--- config.mk ---
export PLATFORM = sky130hd
export DESIGN_NAME = cts_conv_ctrl
export DESIGN_NICKNAME = d
export VERILOG_FILES = /design/src/core/cts_pkg.sv /design/src/core/cts_tick_if.sv /design/src/core/cts_conv_ctrl.sv /design/src/core/cts_sample_timer.sv
export VERILOG_INCLUDE_DIRS = /design/src /design/src/core
export SDC_FILE = /design/constraint.sdc
export NUM_CORES = 1
export LEC_CHECK = 0
export BUFFER_PORTS_ARGS = -buffer_cell sky130_fd_sc_hd__buf_4
export CORE_ASPECT_RATIO = 0.75
export CORE_MARGIN = 1.5
export CORE_UTILIZATION = 33
export CTS_BUF_LIST = sky130_fd_sc_hd__clkbuf_8
export DETAILED_ROUTE_END_ITERATION = 16
export GPL_ROUTABILITY_DRIVEN = 0
export MAX_ROUTING_LAYER = met4
export PLACE_DENSITY = 0.57
export SETUP_SLACK_MARGIN = 0.5
export SYNTH_ARGS = -nofsm -noshare
export SYNTH_HDL_FRONTEND = slang
export SYNTH_SLANG_ARGS = --single-unit
--- constraint.sdc ---
create_clock -name clk -period 5.2 [get_ports clk]
set_input_delay 0.26 -clock clk [delete_from_list [all_inputs] [get_ports clk]]
set_output_delay 0.26 -clock clk [all_outputs]
set_load 0.1 [all_outputs]
--- src/core/cts_consts.svh ---
// Contract
// - Converts continuously from reset; no start command exists or is needed.
// - Output result register refreshes once per conversion in normal mode, once per six in background mode; readable any time.
// - Input sampling runs at master clock divided by 256, independent of gain.
// - Every rate and calibration time derives from the one master clock.
// - Falling edge on sync_n resets filter and sequencing to a known state.
// - Devices sharing clock and one sync line update their outputs together.
// - Any calibration command resets the digital filter.
// - Mode code 001 starts self calibration: shorted node, then reference node.
// - result_ready_n goes high within one modulator cycle, low when calibration ends.
`ifndef CTS_CONSTS_SVH
`define CTS_CONSTS_SVH

`define CTS_DIV_W 8
`define CTS_PHASE_LAST 8'hff
`define CTS_PHASE_ZERO 8'h00
`define CTS_BG_LAST 3'h5
`define CTS_BG_REF 3'h1
`define CTS_STEP_ZERO 2'h0
`define CTS_STEP_REF 2'h1
`define CTS_STEPS_SELF 2'h2
`define CTS_STEPS_SYS 2'h1
`define CTS_DECIM_DEF 12

`endif

--- src/core/cts_pkg.sv ---
`default_nettype none
package cts_pkg;
  typedef enum logic [2:0] {
    CTS_MODE_NORMAL = 3'b000,
    CTS_MODE_SELF = 3'b001,
    CTS_MODE_SYS_ZERO = 3'b010,
    CTS_MODE_SYS_FULL = 3'b011,
    CTS_MODE_SYS_OFFS = 3'b100,
    CTS_MODE_BACKGND = 3'b101,
    CTS_MODE_RSVD6 = 3'b110,
    CTS_MODE_RSVD7 = 3'b111
  } cts_mode_t;

  typedef enum logic [1:0] {
    CTS_ST_RUN = 2'b00,
    CTS_ST_CAL = 2'b01,
    CTS_ST_BG = 2'b10
  } cts_state_t;
endpackage
`default_nettype wire

--- src/core/cts_tick_if.sv ---
`timescale 1ns/1ps
`default_nettype none
`include "cts_consts.svh"
interface cts_tick_if;
  logic restart;
  logic tick;
  logic [`CTS_DIV_W-1:0] phase;
  modport gen (input restart, output tick, output phase);
  modport use_side (output restart, input tick, input phase);
endinterface // cts_tick_if
`default_nettype wire

--- src/core/cts_conv_ctrl.sv ---
`timescale 1ns/1ps
`default_nettype none
`include "cts_consts.svh"
module cts_conv_ctrl #(
  parameter int DECIM_W = 12,
  parameter logic [DECIM_W-1:0] DECIM_DEF = DECIM_W'(`CTS_DECIM_DEF)
) (
  input wire logic clk,
  input wire logic sys_rst,
  input wire logic sync_n,
  input wire logic mod_bit,
  input wire logic cmd_valid,
  input wire logic op_mode_select_2,
  input wire logic op_mode_select_1,
  input wire logic op_mode_select_0,
  input wire logic [DECIM_W-1:0] decim,
  input wire logic result_ack,
  output logic [DECIM_W:0] result_data,
  output logic result_ready_n,
  output logic cal_busy,
  output cts_pkg::cts_state_t seq_state
);
  import cts_pkg::*;

  cts_tick_if tif ();

  logic sync_prev_reg;
  logic [DECIM_W-1:0] samp_cnt_reg;
  logic [DECIM_W:0] acc_reg;
  logic [DECIM_W:0] offset_reg;
  logic [DECIM_W:0] fullscale_reg;
  logic [DECIM_W:0] result_reg;
  logic result_ready_n_reg;
  logic cal_busy_reg;
  cts_state_t state_reg;
  cts_state_t state_next;
  cts_mode_t mode_reg;
  logic [1:0] cal_step_reg;
  logic [2:0] bg_cnt_reg;

  function automatic logic is_cal(input cts_mode_t m);
    is_cal = (m == CTS_MODE_SELF) || (m == CTS_MODE_SYS_ZERO) || (m == CTS_MODE_SYS_FULL) ||
      (m == CTS_MODE_SYS_OFFS) || (m == CTS_MODE_BACKGND);
  endfunction

  function automatic logic [1:0] cal_last(input cts_mode_t m);
    cal_last = ((m == CTS_MODE_SELF) || (m == CTS_MODE_SYS_OFFS)) ? `CTS_STEPS_SELF : `CTS_STEPS_SYS;
  endfunction

  wire cts_mode_t cmd_mode = cts_mode_t'({op_mode_select_2, op_mode_select_1, op_mode_select_0});
  wire logic cal_cmd = cmd_valid && is_cal(cmd_mode);
  // Any command that is not a foreground calibration ends the busy phase.
  wire logic busy_cmd = cal_cmd && (cmd_mode != CTS_MODE_BACKGND);
  wire logic sync_fall = sync_prev_reg && !sync_n;
  wire logic [DECIM_W-1:0] decim_eff = (decim == '0) ? DECIM_DEF : decim;
  wire logic conv_done = tif.tick && (samp_cnt_reg == decim_eff - DECIM_W'(1));
  wire logic [DECIM_W:0] conv_val = acc_reg + (DECIM_W+1)'(mod_bit);
  wire logic cal_done = (state_reg == CTS_ST_CAL) && conv_done && (cal_step_reg == cal_last(mode_reg));
  wire logic bg_out = (state_reg == CTS_ST_BG) && conv_done && (bg_cnt_reg == `CTS_BG_LAST);
  // Plain conversions need no request; the sequencer free-runs from reset.
  wire logic run_out = (state_reg == CTS_ST_RUN) && conv_done;
  wire logic update = run_out || cal_done || bg_out;
  wire logic zero_cap = conv_done && (((state_reg == CTS_ST_CAL) && (cal_step_reg == `CTS_STEP_ZERO)
    && (mode_reg != CTS_MODE_SYS_FULL)) || ((state_reg == CTS_ST_BG) && (bg_cnt_reg == '0)));
  wire logic full_cap = conv_done && (((state_reg == CTS_ST_CAL) && (((cal_step_reg == `CTS_STEP_REF)
    && (mode_reg != CTS_MODE_SYS_ZERO)) || ((cal_step_reg == `CTS_STEP_ZERO)
    && (mode_reg == CTS_MODE_SYS_FULL)))) || ((state_reg == CTS_ST_BG) && (bg_cnt_reg == `CTS_BG_REF)));

  assign tif.restart = sync_fall || cal_cmd;
  assign result_data = result_reg;
  assign result_ready_n = result_ready_n_reg;
  assign cal_busy = cal_busy_reg;
  assign seq_state = state_reg;

  always_comb begin
    state_next = state_reg;
    if (cmd_valid) begin
      if (cmd_mode == CTS_MODE_BACKGND) begin
        state_next = CTS_ST_BG;
      end else if (is_cal(cmd_mode)) begin
        state_next = CTS_ST_CAL;
      end else begin
        state_next = CTS_ST_RUN;
      end
    end else if (cal_done) begin
      state_next = CTS_ST_RUN;
    end
  end

  cts_sample_timer u_timer (
    .clk(clk),
    .sys_rst(sys_rst),
    .t(tif)
  );

  always_ff @(posedge clk) begin
    if (sys_rst) begin
      sync_prev_reg <= 1'b1;
      state_reg <= CTS_ST_RUN;
      mode_reg <= CTS_MODE_NORMAL;
    end else begin
      sync_prev_reg <= sync_n;
      state_reg <= state_next;
      mode_reg <= cmd_valid ? cmd_mode : mode_reg;
    end
  end

  // Filter: integrate-and-dump over decim samples, cleared by sync or calibration.
  always_ff @(posedge clk) begin
    if (sys_rst || tif.restart) begin
      samp_cnt_reg <= '0;
      acc_reg <= '0;
    end else if (conv_done) begin
      samp_cnt_reg <= '0;
      acc_reg <= '0;
    end else if (tif.tick) begin
      samp_cnt_reg <= samp_cnt_reg + DECIM_W'(1);
      acc_reg <= conv_val;
    end
  end

  always_ff @(posedge clk) begin
    if (sys_rst || tif.restart) begin
      cal_step_reg <= `CTS_STEP_ZERO;
      bg_cnt_reg <= '0;
    end else if (conv_done) begin
      cal_step_reg <= cal_step_reg + 2'h1;
      bg_cnt_reg <= (bg_cnt_reg == `CTS_BG_LAST) ? 3'h0 : bg_cnt_reg + 3'h1;
    end
  end

  always_ff @(posedge clk) begin
    if (sys_rst) begin
      offset_reg <= '0;
      fullscale_reg <= '0;
    end else begin
      offset_reg <= zero_cap ? conv_val : offset_reg;
      fullscale_reg <= full_cap ? conv_val : fullscale_reg;
    end
  end

  // The word only changes on an update, so an unsynchronised read sees a whole value.
  always_ff @(posedge clk) begin
    if (sys_rst) begin
      result_reg <= '0;
    end else if (update) begin
      result_reg <= conv_val - offset_reg;
    end
  end

  always_ff @(posedge clk) begin
    if (sys_rst) begin
      result_ready_n_reg <= 1'b1;
      cal_busy_reg <= 1'b0;
    end else begin
      result_ready_n_reg <= cal_cmd ? 1'b1 : update ? 1'b0 : result_ack ? 1'b1 : result_ready_n_reg;
      cal_busy_reg <= cmd_valid ? busy_cmd : cal_done ? 1'b0 : cal_busy_reg;
    end
  end

  a_sync_reset: assert property (@(posedge clk) disable iff (sys_rst)
    sync_fall |=> (acc_reg == '0) && (samp_cnt_reg == '0) && (tif.phase == '0))
    else $error("sync edge did not clear filter");
  a_cal_reset: assert property (@(posedge clk) disable iff (sys_rst)
    cal_cmd |=> (acc_reg == '0) && (samp_cnt_reg == '0) && (state_reg != CTS_ST_RUN))
    else $error("calibration command did not reset filter");
  a_ready_rises: assert property (@(posedge clk) disable iff (sys_rst)
    cal_cmd |=> result_ready_n && cal_busy == (mode_reg != CTS_MODE_BACKGND))
    else $error("ready not released on calibration command");
  a_cal_ends: assert property (@(posedge clk) disable iff (sys_rst)
    (cal_done && !cmd_valid) |=> !result_ready_n && !cal_busy && state_reg == CTS_ST_RUN)
    else $error("calibration end not signalled");
  a_hold_word: assert property (@(posedge clk) disable iff (sys_rst)
    !update |=> $stable(result_data))
    else $error("result changed without update");
  a_update_on_tick: assert property (@(posedge clk) disable iff (sys_rst)
    update |-> tif.tick && tif.phase == `CTS_PHASE_LAST)
    else $error("update off the sample tick");
  a_free_running: assert property (@(posedge clk) disable iff (sys_rst)
    (run_out && !cmd_valid) |=> !result_ready_n)
    else $error("plain conversion did not publish");
  a_bg_ratio: assert property (@(posedge clk) disable iff (sys_rst)
    (update && state_reg == CTS_ST_BG) |-> bg_cnt_reg == `CTS_BG_LAST)
    else $error("background rate not one in six");
  c_sync_edge: cover property (@(posedge clk) disable iff (sys_rst) sync_fall);
  c_self_cal: cover property (@(posedge clk) disable iff (sys_rst)
    cal_done && mode_reg == CTS_MODE_SELF);
  c_bg_update: cover property (@(posedge clk) disable iff (sys_rst) bg_out);
endmodule // cts_conv_ctrl
`default_nettype wire

--- src/core/cts_sample_timer.sv ---
`timescale 1ns/1ps
`default_nettype none
`include "cts_consts.svh"
module cts_sample_timer (
  input wire logic clk,
  input wire logic sys_rst,
  cts_tick_if.gen t
);
  logic [`CTS_DIV_W-1:0] phase_reg;
  logic [`CTS_DIV_W-1:0] phase_next;
  logic [8:0] gap_reg;

  // Sample tick is the master clock divided by 256, so halving clk halves every rate.
  assign phase_next = t.restart ? `CTS_PHASE_ZERO : phase_reg + 8'h01;
  assign t.phase = phase_reg;
  assign t.tick = (phase_reg == `CTS_PHASE_LAST) && !t.restart;

  always_ff @(posedge clk) begin
    if (sys_rst) begin
      phase_reg <= `CTS_PHASE_ZERO;
    end else begin
      phase_reg <= phase_next;
    end
  end

  always_ff @(posedge clk) begin
    if (sys_rst || t.restart || t.tick) begin
      gap_reg <= 9'h000;
    end else begin
      gap_reg <= gap_reg + 9'h001;
    end
  end

  a_tick_phase: assert property (@(posedge clk) disable iff (sys_rst)
    t.tick |-> t.phase == `CTS_PHASE_LAST)
    else $error("sample tick off phase");
  a_tick_gap: assert property (@(posedge clk) disable iff (sys_rst)
    gap_reg <= 9'h0ff)
    else $error("sample period exceeds 256 clocks");
  c_tick_seen: cover property (@(posedge clk) disable iff (sys_rst) t.tick);
endmodule // cts_sample_timer
`default_nettype wire

-- Yosys cells after proc, flatten, opt, wreduce, memory -nomap -nowiden
Cells that the tools add are included.
- memories: 0
- memory bits (read-only): 0
- input port bits: 21
- output and inout port bits: 17
- logic and storage cells: 80
- bits in writable memories: 0
- latch bits: 0
- register bits after elaboration: 72
- multiply operators: 0
- multiplexer cells: 11
- bitwise gates (word level): 0
- reductions and logical operators: 35
- divide/modulo/power cells: 0
- $lt $le $gt $ge: 0
- eq/ne operators: 15
- $add $sub $neg: 7
- shift-type cells: 0
- operator list (cell ; count):
    logical AND 1 bit ; 14
    adder 13 x 1 -> 13 bit ; 1
    subtractor 13 bit ; 1
    adder 12 x 1 -> 12 bit, second input constant ; 1
    equality test 12 bit ; 1
    equality test 3 bit, second input constant ; 4
    zero test 12 bit ; 1
    two-way mux 12 bit ; 1
    subtractor 12 x 1 -> 12 bit, second input constant ; 1
    logical OR 1 bit ; 10
    adder 8 x 1 -> 8 bit, second input constant ; 1
    equality test 8 bit, second input constant ; 1
    two-way mux 2 bit ; 4
    equality test 3 x 1 -> 1 bit, second input constant ; 2
    equality test 3 x 2 -> 1 bit, second input constant ; 2
    OR reduction 2 bit ; 3
    two-way mux 1 bit ; 5
    zero test 2 bit ; 2
    nonzero test 2 bit ; 2
    adder 3 x 1 -> 3 bit, second input constant ; 1
    zero test 3 bit ; 1
    two-way mux 3 bit ; 1
    inequality test 3 x 2 -> 1 bit, second input constant ; 1
    inequality test 3 bit, second input constant ; 1
    5 further kinds ; 6

-- Longest topological paths before layout
Gate-level depths: netlist of the first run.
- depth after elaboration: 15
- mapped depth: 13
- mapped depth without buffers: 13

-- Hierarchy
Synthesis of the first run repeated with hierarchy kept, for this count alone.
- cell total of the unflattened synthesis: 529
- area, all modules: 4449.3 µm²
- by module, submodules not included (module ; seq. area each (µm²) ; cells an instance ; area an instance (µm²) ; instances):
    cts_conv_ctrl ; 1281.2 ; 492 ; 4125.2 ; 1
    cts_sample_timer ; 160.2 ; 37 ; 324.1 ; 1

-- Worst setup path after synthesis of the first run
OpenSTA, ideal clock, no wires.
- kind: flip-flop to flip-flop
- from: register acc_reg[0]
- to: register result_reg[11] (netlist: result_data[11])
- path buffers: 0
- path slack: 2.161 ns
- period minus slack after synthesis: 3.039 ns
- required time: 5.130 ns
- library setup time: 0.070 ns
- data arrival time: 2.969 ns
- cell stages (with the launch flop): 12
- cell sequence: dfxtp_1 > ha_1 > ha_1 > nand3_1 > nor4_1 > xor2_1 > ha_1 > nor2_1 > or2_2 > or3_1 > a2111o_1 > a21oi_1
- longest elaborated chain between the ends: 2
- RTL lines (what ; line ; text):
    from (decl) ; cts_conv_ctrl.sv:29 ; logic [DECIM_W:0] acc_reg;
    from (signal assigned) ; cts_conv_ctrl.sv:118 ; acc_reg <= conv_val;
    adder 13 x 1 -> 13 bit ; cts_conv_ctrl.sv:57 ; wire logic [DECIM_W:0] conv_val = acc_reg + (DECIM_W+1)'(mod_bit);
    via conv_val[10] ; cts_conv_ctrl.sv:57 ;
    subtractor 13 bit ; cts_conv_ctrl.sv:147 ; result_reg <= conv_val - offset_reg;
    to (signal assigned) ; cts_conv_ctrl.sv:147 ;
    to (decl) ; cts_conv_ctrl.sv:32 ; logic [DECIM_W:0] result_reg;
The timed path passes the listed nets, and every way through them passes these cells.
A chain may end at the register's enable or synchronous reset.

-- Final worst setup path of the first run
Same ends and word-level chain as after synthesis.

==> results.yml, run 1 <==
hold_path:
  holdCritPathClass: "primary input to register"
placed_design:
  dpl_cell_area_mm2: 0.00497
  place_inst: 734
  dpl.hpwl_um: 8160
  dpl_worst_slack_ns: 1.30
  port_buffers: 37
routing:
  vias: 3938
  vias_per_cell: 5.26
  dr.first_iter.drc_count: 231
  antenna_left: 0
  drc: 0
  routedWlPerCell_um: 14.5
  drt-total-wl_um: 10900
  drt_pass1_iterations: 4
clock_tree:
  numCtsBuffers: 9
  clk_path_buf_depth: 2
  cts_tree: "built"
  cts_setup_buffers: 0
  clkTransAtPathRegs_ns: 0.08
  hold_buffers: 0
  htree_levels: 3
  cts_resized: 0
  root_buffer: "clkbuf_8"
  clk_latency_ns: 0.35
  cts.sinks: 72
setup_path:
  regToRegEndpoint: "result_data[11]$_SDFFE_PP0P_"
  regToRegSetupSlack_ns: 1.65
  setup.worst_path.end: "result_data[11]$_SDFFE_PP0P_"
  crit_type: "register to register"
  reg2reg_depth: 11
  endpoint_kind: "register"
  cp-start-kind: "register"
  required_ns: 5.49
  arrival_ns: 3.84
  reg2reg_from: "acc_reg[0]$_SDFFE_PP0P_"
  crit_start: "acc_reg[0]$_SDFFE_PP0P_"
  crit_fanout: 5
die:
  start_util_pct: 33.6
  dieArea_mm2: 0.0146
  ios: 38
  die_w_um: 139
  coreArea_mm2: 0.0136
  die_h_um: 105
  rows: 37
layout:
  final_cell_mix: "dfxtp_1 (72), nor3_1 (40), buf_4 (40)"
  drive_gt1_share_pct: 12.0
  final_nets: 611
  antenna_cells: 0
  final_common_cell: "dfxtp_1"
  fill_cells: 1414
  synthToLayoutAreaGrowth_pct: 12.2
  fin_area_mm2: 0.00514
  stdcell_count: 749
yosys:
  async_flop_share_pct: 0
  synth.avg_cell_area_um2: 8.34
  yosysWarnings: 0
  synthCells: 549
  seq_area_frac_synth_pct: 31.5
  synth_area_mm2: 0.00458
  yosys.area.top_type: "dfxtp_1"
  synthTopCellsByArea: "dfxtp_1 (31%), xnor2_1 (5.7%), xor2_1 (5.7%)"
  syn_nets: 590
  synth.distinct_cells: 62
  synth_edf_count: 0
  synth.ff_latch_count: 72
  synth_flop_cell: "dfxtp_1"
  netlist.area_leader.share_pct: 31.5
sta:
  hold_viol: 0
  min_period_over_period_pct: 68.2
  min_period_ns: 3.55
  rsz0062_at_grt: "false"
  maxSlewHeadroom_pct: 29.4
  fmax_mhz: 282
  maxSlewViolCount: 0
  worstMarginPinSlew_ns: 1.06
  worst_slack_ns: 1.65
  tns_ns: 0
  clock-skew-final_ns: 0.00560
  finalSetupViolations: 0
global_routing:
  grt.total_usage_pct: 15.7
  grt_max_degree: 48
  grt_pass1_vias: 3633
  grt_pass1_wl_um: 18100
  antenna_found_initial: 0
  grt_overflow: 0
status:
  status: "completed"
pwr:
  p_per_area_mw_per_mm2: 205
  vdd_ir_drop_max_uv: 118
  p_leak_nw: 1.79
flow_run:
  drv_cap: 0
metrics by stage:
step | util, % | hold WS (ns) | power [mW]
2_1_floorplan | - | 0.367 | 0.636
3_3_place_gp | 36.5 | 0.440 | 0.668
3_5_place_dp | 36.5 | 0.461 | 0.670
4_1_cts | 37.7 | 0.0891 | 1.07
5_1_grt | 37.7 | 0.0974 | 1.10
6_report | 37.7 | 0.0981 | 1.05
how the worst min path moves through the flow:
stage,start,to,slack [ns],cells after the start
after floorplan,sync_n,sync_prev_reg$_SDFF_PP1_,0.37,1
after global placement,u_timer.t.phase[0]$_SDFF_PP0_,u_timer.t.phase[0]$_SDFF_PP0_,0.44,1
after detailed placement,offset_reg[6]$_SDFFE_PP0P_,offset_reg[6]$_SDFFE_PP0P_,0.46,2
after CTS,sync_n,sync_prev_reg$_SDFF_PP1_,0.09,2
after global routing,sync_n,sync_prev_reg$_SDFF_PP1_,0.1,2
final,sync_n,sync_prev_reg$_SDFF_PP1_,0.1,2
worst max-delay path, cell delays in order, from the launching register on:
cell and delay (ns):
dfxtp_1 0.34, ha_1 0.17, ha_1 0.21, nand3_1 0.21
nor4_1 0.70, xor2_1 0.24, ha_1 0.40, nor2_1 0.06
or2_2 0.28, or3_1 0.31, a2111o_1 0.43, a21oi_1 0.15
cells by family after synthesis:
logic type	Yosys count	synth area share, %
adder cells (fa/ha/maj)	20	5.63
flip-flops	72	31.5
XOR/XNOR	61	12.0
buffers and inverters	51	4.59
AND/OR/NAND/NOR	229	27.4
AO/OA/AOI/OAI	94	14.0
multiplexers	22	4.86
per-layer routing:
| layer | up-vias | share of wire [%] | global-route usage [%] |
|---|---|---|---|
| met2 | 85 | 40 | 21.2 |
| met3 | 2 | 6.5 | 4.03 |
| met4 | 0 | 0.39 | 3.87 |
| met5 | - | 0 | - |
| li1 | 2010 | - | - |
| met1 | 1841 | 54 | 23.0 |
report_power, final:
| group | internal, mW | total (mW) | leakage (nW) | switching (mW) |
|---|---|---|---|---|
| sequential | 0.555 | 0.559 | 0.581 | 0.00372 |
| combinational | 0.0340 | 0.0993 | 1.12 | 0.0653 |
| clock | 0.182 | 0.395 | 0.0841 | 0.213 |
synthesized netlist by cell type, drive strengths merged (4+ instances only):
master / number
dfxtp: 72
nor3: 40
nor2: 39
nand2: 31
xnor2: 30
xor2: 30
a21oi: 29
nand2b: 27
nand4: 24
inv: 21
mux2i: 20
ha: 19
o31ai: 19
nand3: 17
buf: 15
clkbuf: 15
and3: 11
o21ai: 10
or3: 9
a31oi: 6
nor4: 5
or2: 5
nand3b: 4
o21bai: 4
final cells by class:
| cell class | instances | area, um^2 | share of cell area (%) |
|---|---|---|---|
| multi-input cells | 426 | 2930 | 57.0 |
| flip-flops and latches | 72 | 1440 | 28.1 |
| repair buffers | 40 | 300 | 5.85 |
| well taps | 175 | 219 | 4.26 |
| clock buffers | 10 | 138 | 2.68 |
| inverters | 21 | 78.8 | 1.53 |
| clock inverters | 5 | 33.8 | 0.658 |
(Power assumes the default switching activity.)
==> run 2: changes to the inputs <==
--- a/config.mk
+++ b/config.mk
@@ -6,6 +6,7 @@
 export SDC_FILE = /design/constraint.sdc
 export NUM_CORES = 1
 export LEC_CHECK = 0
+export ABC_AREA = 1
 export BUFFER_PORTS_ARGS = -buffer_cell sky130_fd_sc_hd__buf_4
 export CORE_ASPECT_RATIO = 0.75
 export CORE_MARGIN = 1.5
@@ -14,7 +15,7 @@
 export DETAILED_ROUTE_END_ITERATION = 16
 export GPL_ROUTABILITY_DRIVEN = 0
 export MAX_ROUTING_LAYER = met4
-export PLACE_DENSITY = 0.57
+export PLACE_DENSITY = 0.59
 export SETUP_SLACK_MARGIN = 0.5
 export SYNTH_ARGS = -nofsm -noshare
 export SYNTH_HDL_FRONTEND = slang
==> constraint.sdc (replaced) <==
create_clock -name clk -period 3.15 [get_ports clk]
set_input_delay 0.1575 -clock clk [delete_from_list [all_inputs] [get_ports clk]]
set_output_delay 0.1575 -clock clk [all_outputs]
set_load 0.1 [all_outputs]
==> run 2 against run 1 <==
Net effect:
- first-iteration DRC count increased by 45%
- hold slack worse by 0.075 ns
- critical path type unchanged
- largest cell class unchanged
- wire length up 7.2%
- highest routed layer unchanged
- setup slack got worse by 1.3 ns
- core utilization increased by 6.4 points
- global-route usage grew 1.8 points
- critical endpoint is now result_data[12]$_SDFFE_PP0P_
- largest power group unchanged
==> results.yml, run 2 <==
clock_tree:
  cts_tree: "built"
  clk_latency_ns: 0.37
  cts.sinks: 72
  clk_path_buf_depth: 2
  clkTransAtPathRegs_ns: 0.08
  root_buffer: "clkbuf_8"
  numCtsBuffers: 9
  htree_levels: 3
pwr:
  vdd_ir_drop_max_uv: 197
  p_per_area_mw_per_mm2: 330
  p_leak_nw: 2.67
hold_path:
  whs_path_depth: 3
  holdCritPathClass: "primary input to register"
placed_design:
  port_buffers: 37
  dpl_worst_slack_ns: 0.239
  dpl.hpwl_um: 7890
die:
  coreArea_mm2: 0.0130
  dieArea_mm2: 0.0140
  die_w_um: 136
  start_util_pct: 33.8
  ios: 38
  rows: 36
  die_h_um: 103
global_routing:
  grt_pass1_vias: 3849
  grt_max_degree: 31
  antenna_found_initial: 0
  grt_overflow: 0
  grt_pass1_wl_um: 18600
  grt.total_usage_pct: 17.5
setup_path:
  crit_type: "register to register"
  slowest_stage: "dfxtp_1"
  crit_fanout: 4
  endpoint_kind: "register"
  cp_cell_sequence: "nand3_4, nor2_4, nand2_2, nor2_4, nand2_4, nor3_4, buf_6, xor2_4, ha_4, a21o_1, inv_1, o211ai_1, a31oi_1, inv_1, xor2_1, nor2_1, nor2_1"
  max_stage_delay_ns: 0.48
  required_ns: 3.41
  cp-start-kind: "register"
  reg2reg_depth: 17
  arrival_ns: 3.10
routing:
  vias_per_cell: 4.62
  routedWlPerCell_um: 12.6
  drt_pass1_iterations: 5
  drt-total-wl_um: 11700
  drc: 0
  vias: 4280
  antenna_left: 0
  dr.first_iter.drc_count: 336
sta:
  hold_slack_ns: 0.0229
  maxSlewViolCount: 0
  worst_slack_ns: 0.313
  finalSetupViolations: 0
  fmax_mhz: 352
  min_period_ns: 2.84
  min_period_over_period_pct: 90.1
  hold_viol: 0
  maxSlewHeadroom_pct: 36.3
  worstMarginPinSlew_ns: 0.954
  tns_ns: 0
  clock-skew-final_ns: 0.0105
  rsz0062_at_grt: "true"
yosys:
  synth.avg_cell_area_um2: 6.53
  yosysWarnings: 0
  yosys.area.top_type: "dfxtp_1"
  synth_common_cells: "nand2_1 (166), inv_1 (103), nor2_1 (97)"
  synthCells: 674
  synth_area_mm2: 0.00440
  synth_edf_count: 0
  synth.ff_latch_count: 72
  seq_area_frac_synth_pct: 32.7
  synth_flop_cell: "dfxtp_1"
  async_flop_share_pct: 0
  netlist.area_leader.share_pct: 32.7
  synth.distinct_cells: 39
  yosysMostFrequentCell: "nand2_1"
  syn_nets: 715
  synthTopCellsByArea: "dfxtp_1 (33%), nand2_1 (14%), inv_1 (8.8%)"
layout:
  fill_cells: 1326
  synthToLayoutAreaGrowth_pct: 30.6
  final_cell_mix: "nand2_1 (158), inv_1 (103), nor2_1 (85)"
  antenna_cells: 0
  final_nets: 792
  drive_gt1_share_pct: 21.0
  final_common_cell: "nand2_1"
flow_run:
  drv_cap: 0
status:
  status: "completed"
run 2: cell count changes after synthesis, sizes merged, moves of 10 or more:
cell,before,now
and3,11,1
o31ai,19,0
nand3,17,42
nand2b,27,0
nor2,39,103
xnor2,30,11
nand2,31,172
a21oi,29,59
nor3,40,8
nand4,24,10
inv,21,105
mux2i,20,0
run 2: cell families after synthesis:
kind of cell / count (synthesis) / synth area share [%]
buf+inv: 118 / 10.6
xor+xnor: 33 / 6.57
simple gates: 341 / 33.3
compound gates: 90 / 10.9
fa+ha+maj: 20 / 5.86
flops: 72 / 32.7
run 2: metrics by stage:
step	total power [mW]	cells	utilization, %	area [um^2]
finish	1.90	927	44.2	5750
floorplan	1.04	674	-	4410
global route	1.98	927	44.2	5750
CTS	1.91	915	41.7	5430
detailed placement	1.09	878	37.6	4890
global placement	1.09	878	37.6	4890
run 2: layout make-up:
cell class	count	area (um^2)	area share, %
multi-input cells	484	2860	49.8
flip-flops and latches	72	1440	25.1
clock inverters	7	95.1	1.65
clock buffers	9	124	2.15
repair buffers	78	609	10.6
well taps	171	214	3.72
inverters	106	402	6.99
run 2: what timing repair did:
item                                    4_1_cts  5_1_grt
resized for setup                            33       45
endpoints found under the setup margin        4       52
endpoints found under the hold margin         6        0
hold buffers                                  3        0
pin swaps                                    23       29
buffers inserted                             18       11
cloned                                        0        1
run 2: per-layer routing:
metal | vias to the layer above | GRT usage, % | part of all wire (%)
met5 | - | - | 0
met1 | 1908 | 25.9 | 57
met4 | 0 | 4.58 | 1.0
li1 | 2270 | - | -
met3 | 16 | 4.28 | 4.5
met2 | 86 | 23.2 | 38
run 2: worst max-delay path: cells and delay by family (launching register included):
family | cells | cell delay [ns]
AO/OA/AOI/OAI | 3 | 0.42
buffers and inverters | 3 | 0.29
adder cells (fa/ha/maj) | 1 | 0.24
AND/OR/NAND/NOR | 8 | 0.93
XOR/XNOR | 2 | 0.35
flip-flops | 1 | 0.48
run 2: worst paths after layout:
kind / end / from / slack (ns)
worst min-delay path: result_ready_n$_SDFFE_PP1P_ / result_ack / 0.02
worst min register to register: cal_step_reg[0]$_SDFFE_PP0P_ / cal_step_reg[0]$_SDFFE_PP0P_ / 0.43
worst max-delay path: result_data[12]$_SDFFE_PP0P_ / acc_reg[2]$_SDFFE_PP0P_ / 0.31
worst max register to register: result_data[12]$_SDFFE_PP0P_ / acc_reg[2]$_SDFFE_PP0P_ / 0.31
run 2: report_power, final:
part / switching [mW] / internal (mW) / total [mW] / leakage, nW
Combinational: 0.102 / 0.0538 / 0.156 / 1.98
Sequential: 0.00433 / 0.916 / 0.920 / 0.582
Clock: 0.373 / 0.447 / 0.819 / 0.110
==> run 3: changes to the inputs <==
--- a/config.mk
+++ b/config.mk
@@ -8,6 +8,8 @@
 export LEC_CHECK = 0
 export ABC_AREA = 1
 export BUFFER_PORTS_ARGS = -buffer_cell sky130_fd_sc_hd__buf_4
+export CELL_PAD_IN_SITES_DETAIL_PLACEMENT = 1
+export CELL_PAD_IN_SITES_GLOBAL_PLACEMENT = 1
 export CORE_ASPECT_RATIO = 0.75
 export CORE_MARGIN = 1.5
 export CORE_UTILIZATION = 33
@@ -15,7 +17,7 @@
 export DETAILED_ROUTE_END_ITERATION = 16
 export GPL_ROUTABILITY_DRIVEN = 0
 export MAX_ROUTING_LAYER = met4
-export PLACE_DENSITY = 0.59
+export PLACE_DENSITY = 0.75
 export SETUP_SLACK_MARGIN = 0.5
 export SYNTH_ARGS = -nofsm -noshare
 export SYNTH_HDL_FRONTEND = slang
==> run 3 against run 2 <==
Net effect:
- non-clock buffer count rose by 4
- cell area rose by 0.57%
- global-route usage rose by 4.1 points
- clock power fell by 9.6%
- maximum frequency rose by 5.3%
- combinational power rose by 6%
- critical path type unchanged
- highest routed layer unchanged
==> results.yml, run 3 (synthesis results as in run 2) <==
die:
  coreArea_mm2: 0.0130
  ios: 38
  die_w_um: 136
  start_util_pct: 33.8
  die_h_um: 103
  rows: 36
  dieArea_mm2: 0.0140
global_routing:
  grt_pass1_wl_um: 23200
  grt_overflow: 0
  antenna_found_initial: 0
  grt_pass1_vias: 4839
  grt_max_degree: 31
  grt.total_usage_pct: 21.6
layout:
  final_common_cell: "nand2_1"
  stdcell_count: 932
  drive_gt1_share_pct: 22.9
  final_cell_mix: "nand2_1 (157), inv_1 (103), nor2_1 (85)"
  fin_util_pct: 44.4
  antenna_cells: 0
  seqCellArea_mm2: 0.00145
  synthToLayoutAreaGrowth_pct: 31.3
  multi_input_area_mm2: 0.00288
  fill_cells: 1635
  final_nets: 798
setup_path:
  max_stage_delay_ns: 0.36
  reg2reg_depth: 19
  endpoint_kind: "register"
  crit_type: "register to register"
  slowest_stage: "dfxtp_2"
  crit_buf_inv: 2
  regToRegEndpoint: "result_data[12]$_SDFFE_PP0P_"
  cp-start-kind: "register"
  regToRegSetupSlack_ns: 0.46
  crit_family: "simple AND/OR/NAND/NOR gates"
  cp_cell_sequence: "ha_4, ha_4, nand3_4, nor2_4, nand2_2, buf_4, nor2_2, a21oi_1, nor2_2, ha_2, nand2_2, nor2_4, nand2_2, o211ai_1, a31oi_1, inv_1, xor2_1, nor2_1, nor2_1"
  required_ns: 3.41
  arrival_ns: 2.96
  crit_fanout: 4
  crit_top_cell: "nand2_2"
  reg2reg_from: "acc_reg[0]$_SDFFE_PP0P_"
sta:
  maxSlewViolCount: 0
  worst_slack_ns: 0.457
  min_period_over_period_pct: 85.5
  fmax_mhz: 371
  rsz0062_at_grt: "true"
  clock-skew-final_ns: 0.0180
  finalSetupViolations: 0
  maxSlewHeadroom_pct: 32.6
  min_period_ns: 2.69
  tns_ns: 0
  worstMarginPinSlew_ns: 1.01
  hold_viol: 0
clock_tree:
  clk_path_buf_depth: 2
  numCtsBuffers: 9
  root_buffer: "clkbuf_8"
  htree_levels: 3
  clk_latency_ns: 0.37
  clkTransAtPathRegs_ns: 0.08
  cts_tree: "built"
  cts.sinks: 72
routing:
  drc: 0
  antenna_left: 0
  drt_pass1_iterations: 4
  drt-total-wl_um: 14900
  dr.first_iter.drc_count: 208
  vias_per_cell: 4.95
  routedWlPerCell_um: 16.0
  vias: 4615
hold_path:
  whs_endpoint: "result_ready_n$_SDFFE_PP1P_"
  holdCritPathClass: "primary input to register"
  whs_path_depth: 3
  hold_path_startpoint: "result_ack"
pwr:
  vdd_ir_drop_max_uv: 179
  p_per_area_mw_per_mm2: 316
  p_leak_nw: 2.67
status:
  status: "completed"
placed_design:
  dpl_worst_slack_ns: 0.142
  dpl.hpwl_um: 9950
  port_buffers: 37
  place_inst: 878
flow_run:
  drv_cap: 0
==> run 3: through the flow <==
stage	power (mW)	hold WS (ns)	instance area, um^2
3_5_place_dp	1.10	0.378	4890
4_1_cts	1.83	0.00926	5440
2_1_floorplan	1.04	0.227	4410
3_3_place_gp	1.09	0.363	4890
6_report	1.83	0.0144	5780
5_1_grt	1.90	0.0273	5780
==> run 3: final cells by class <==
cell class / instances / area share (%)
Inverter: 106 / 6.95
Clock buffer: 9 / 2.14
Timing Repair Buffer: 82 / 11.1
Clock inverter: 6 / 1.08
Timing Repair inverter: 1 / 0.130
Multi-Input combinational cell: 485 / 49.9
Sequential cell: 72 / 25.0
Tap cell: 171 / 3.70
==> run 3: worst min-delay path, delay by kind of cell <==
family	cells	cell delay, ns
simple gates	1	0.06
buf+inv	1	0.07
compound gates	1	0.06
==> run 3: routing by layer <==
metal	track usage (%)	wire, um
met1	27.1	6820
met2	36.3	7230
met3	3.59	568
met4	5.81	294
met5	-	0
==> run 3: worst max path at each step <==
stage,cells past startpoint,endpoint,from,slack (ns)
2_1_floorplan,18,result_data[12]$_SDFFE_PP0P_,acc_reg[0]$_SDFFE_PP0P_,0.51
3_3_place_gp,19,result_data[12]$_SDFFE_PP0P_,acc_reg[0]$_SDFFE_PP0P_,0.32
3_5_place_dp,19,result_data[12]$_SDFFE_PP0P_,acc_reg[0]$_SDFFE_PP0P_,0.14
4_1_cts,17,result_data[12]$_SDFFE_PP0P_,acc_reg[0]$_SDFFE_PP0P_,0.38
5_1_grt,18,result_data[12]$_SDFFE_PP0P_,acc_reg[0]$_SDFFE_PP0P_,0.27
6_report,19,result_data[12]$_SDFFE_PP0P_,acc_reg[0]$_SDFFE_PP0P_,0.46
==> run 3: timing repair <==
item / CTS / global route
gates cloned: 0 / 2
gates resized for setup: 41 / 40
buffers inserted: 19 / 15
hold endpoints to repair: 3 / 0
endpoints found under the setup margin: 5 / 51
pin swaps: 24 / 22
hold buffers: 3 / 0
==> run 3: power breakdown <==
group          switching, mW  internal, mW  total, mW
logic                  0.112        0.0536      0.165
registers            0.00454         0.916      0.921
clock network          0.382         0.358      0.740
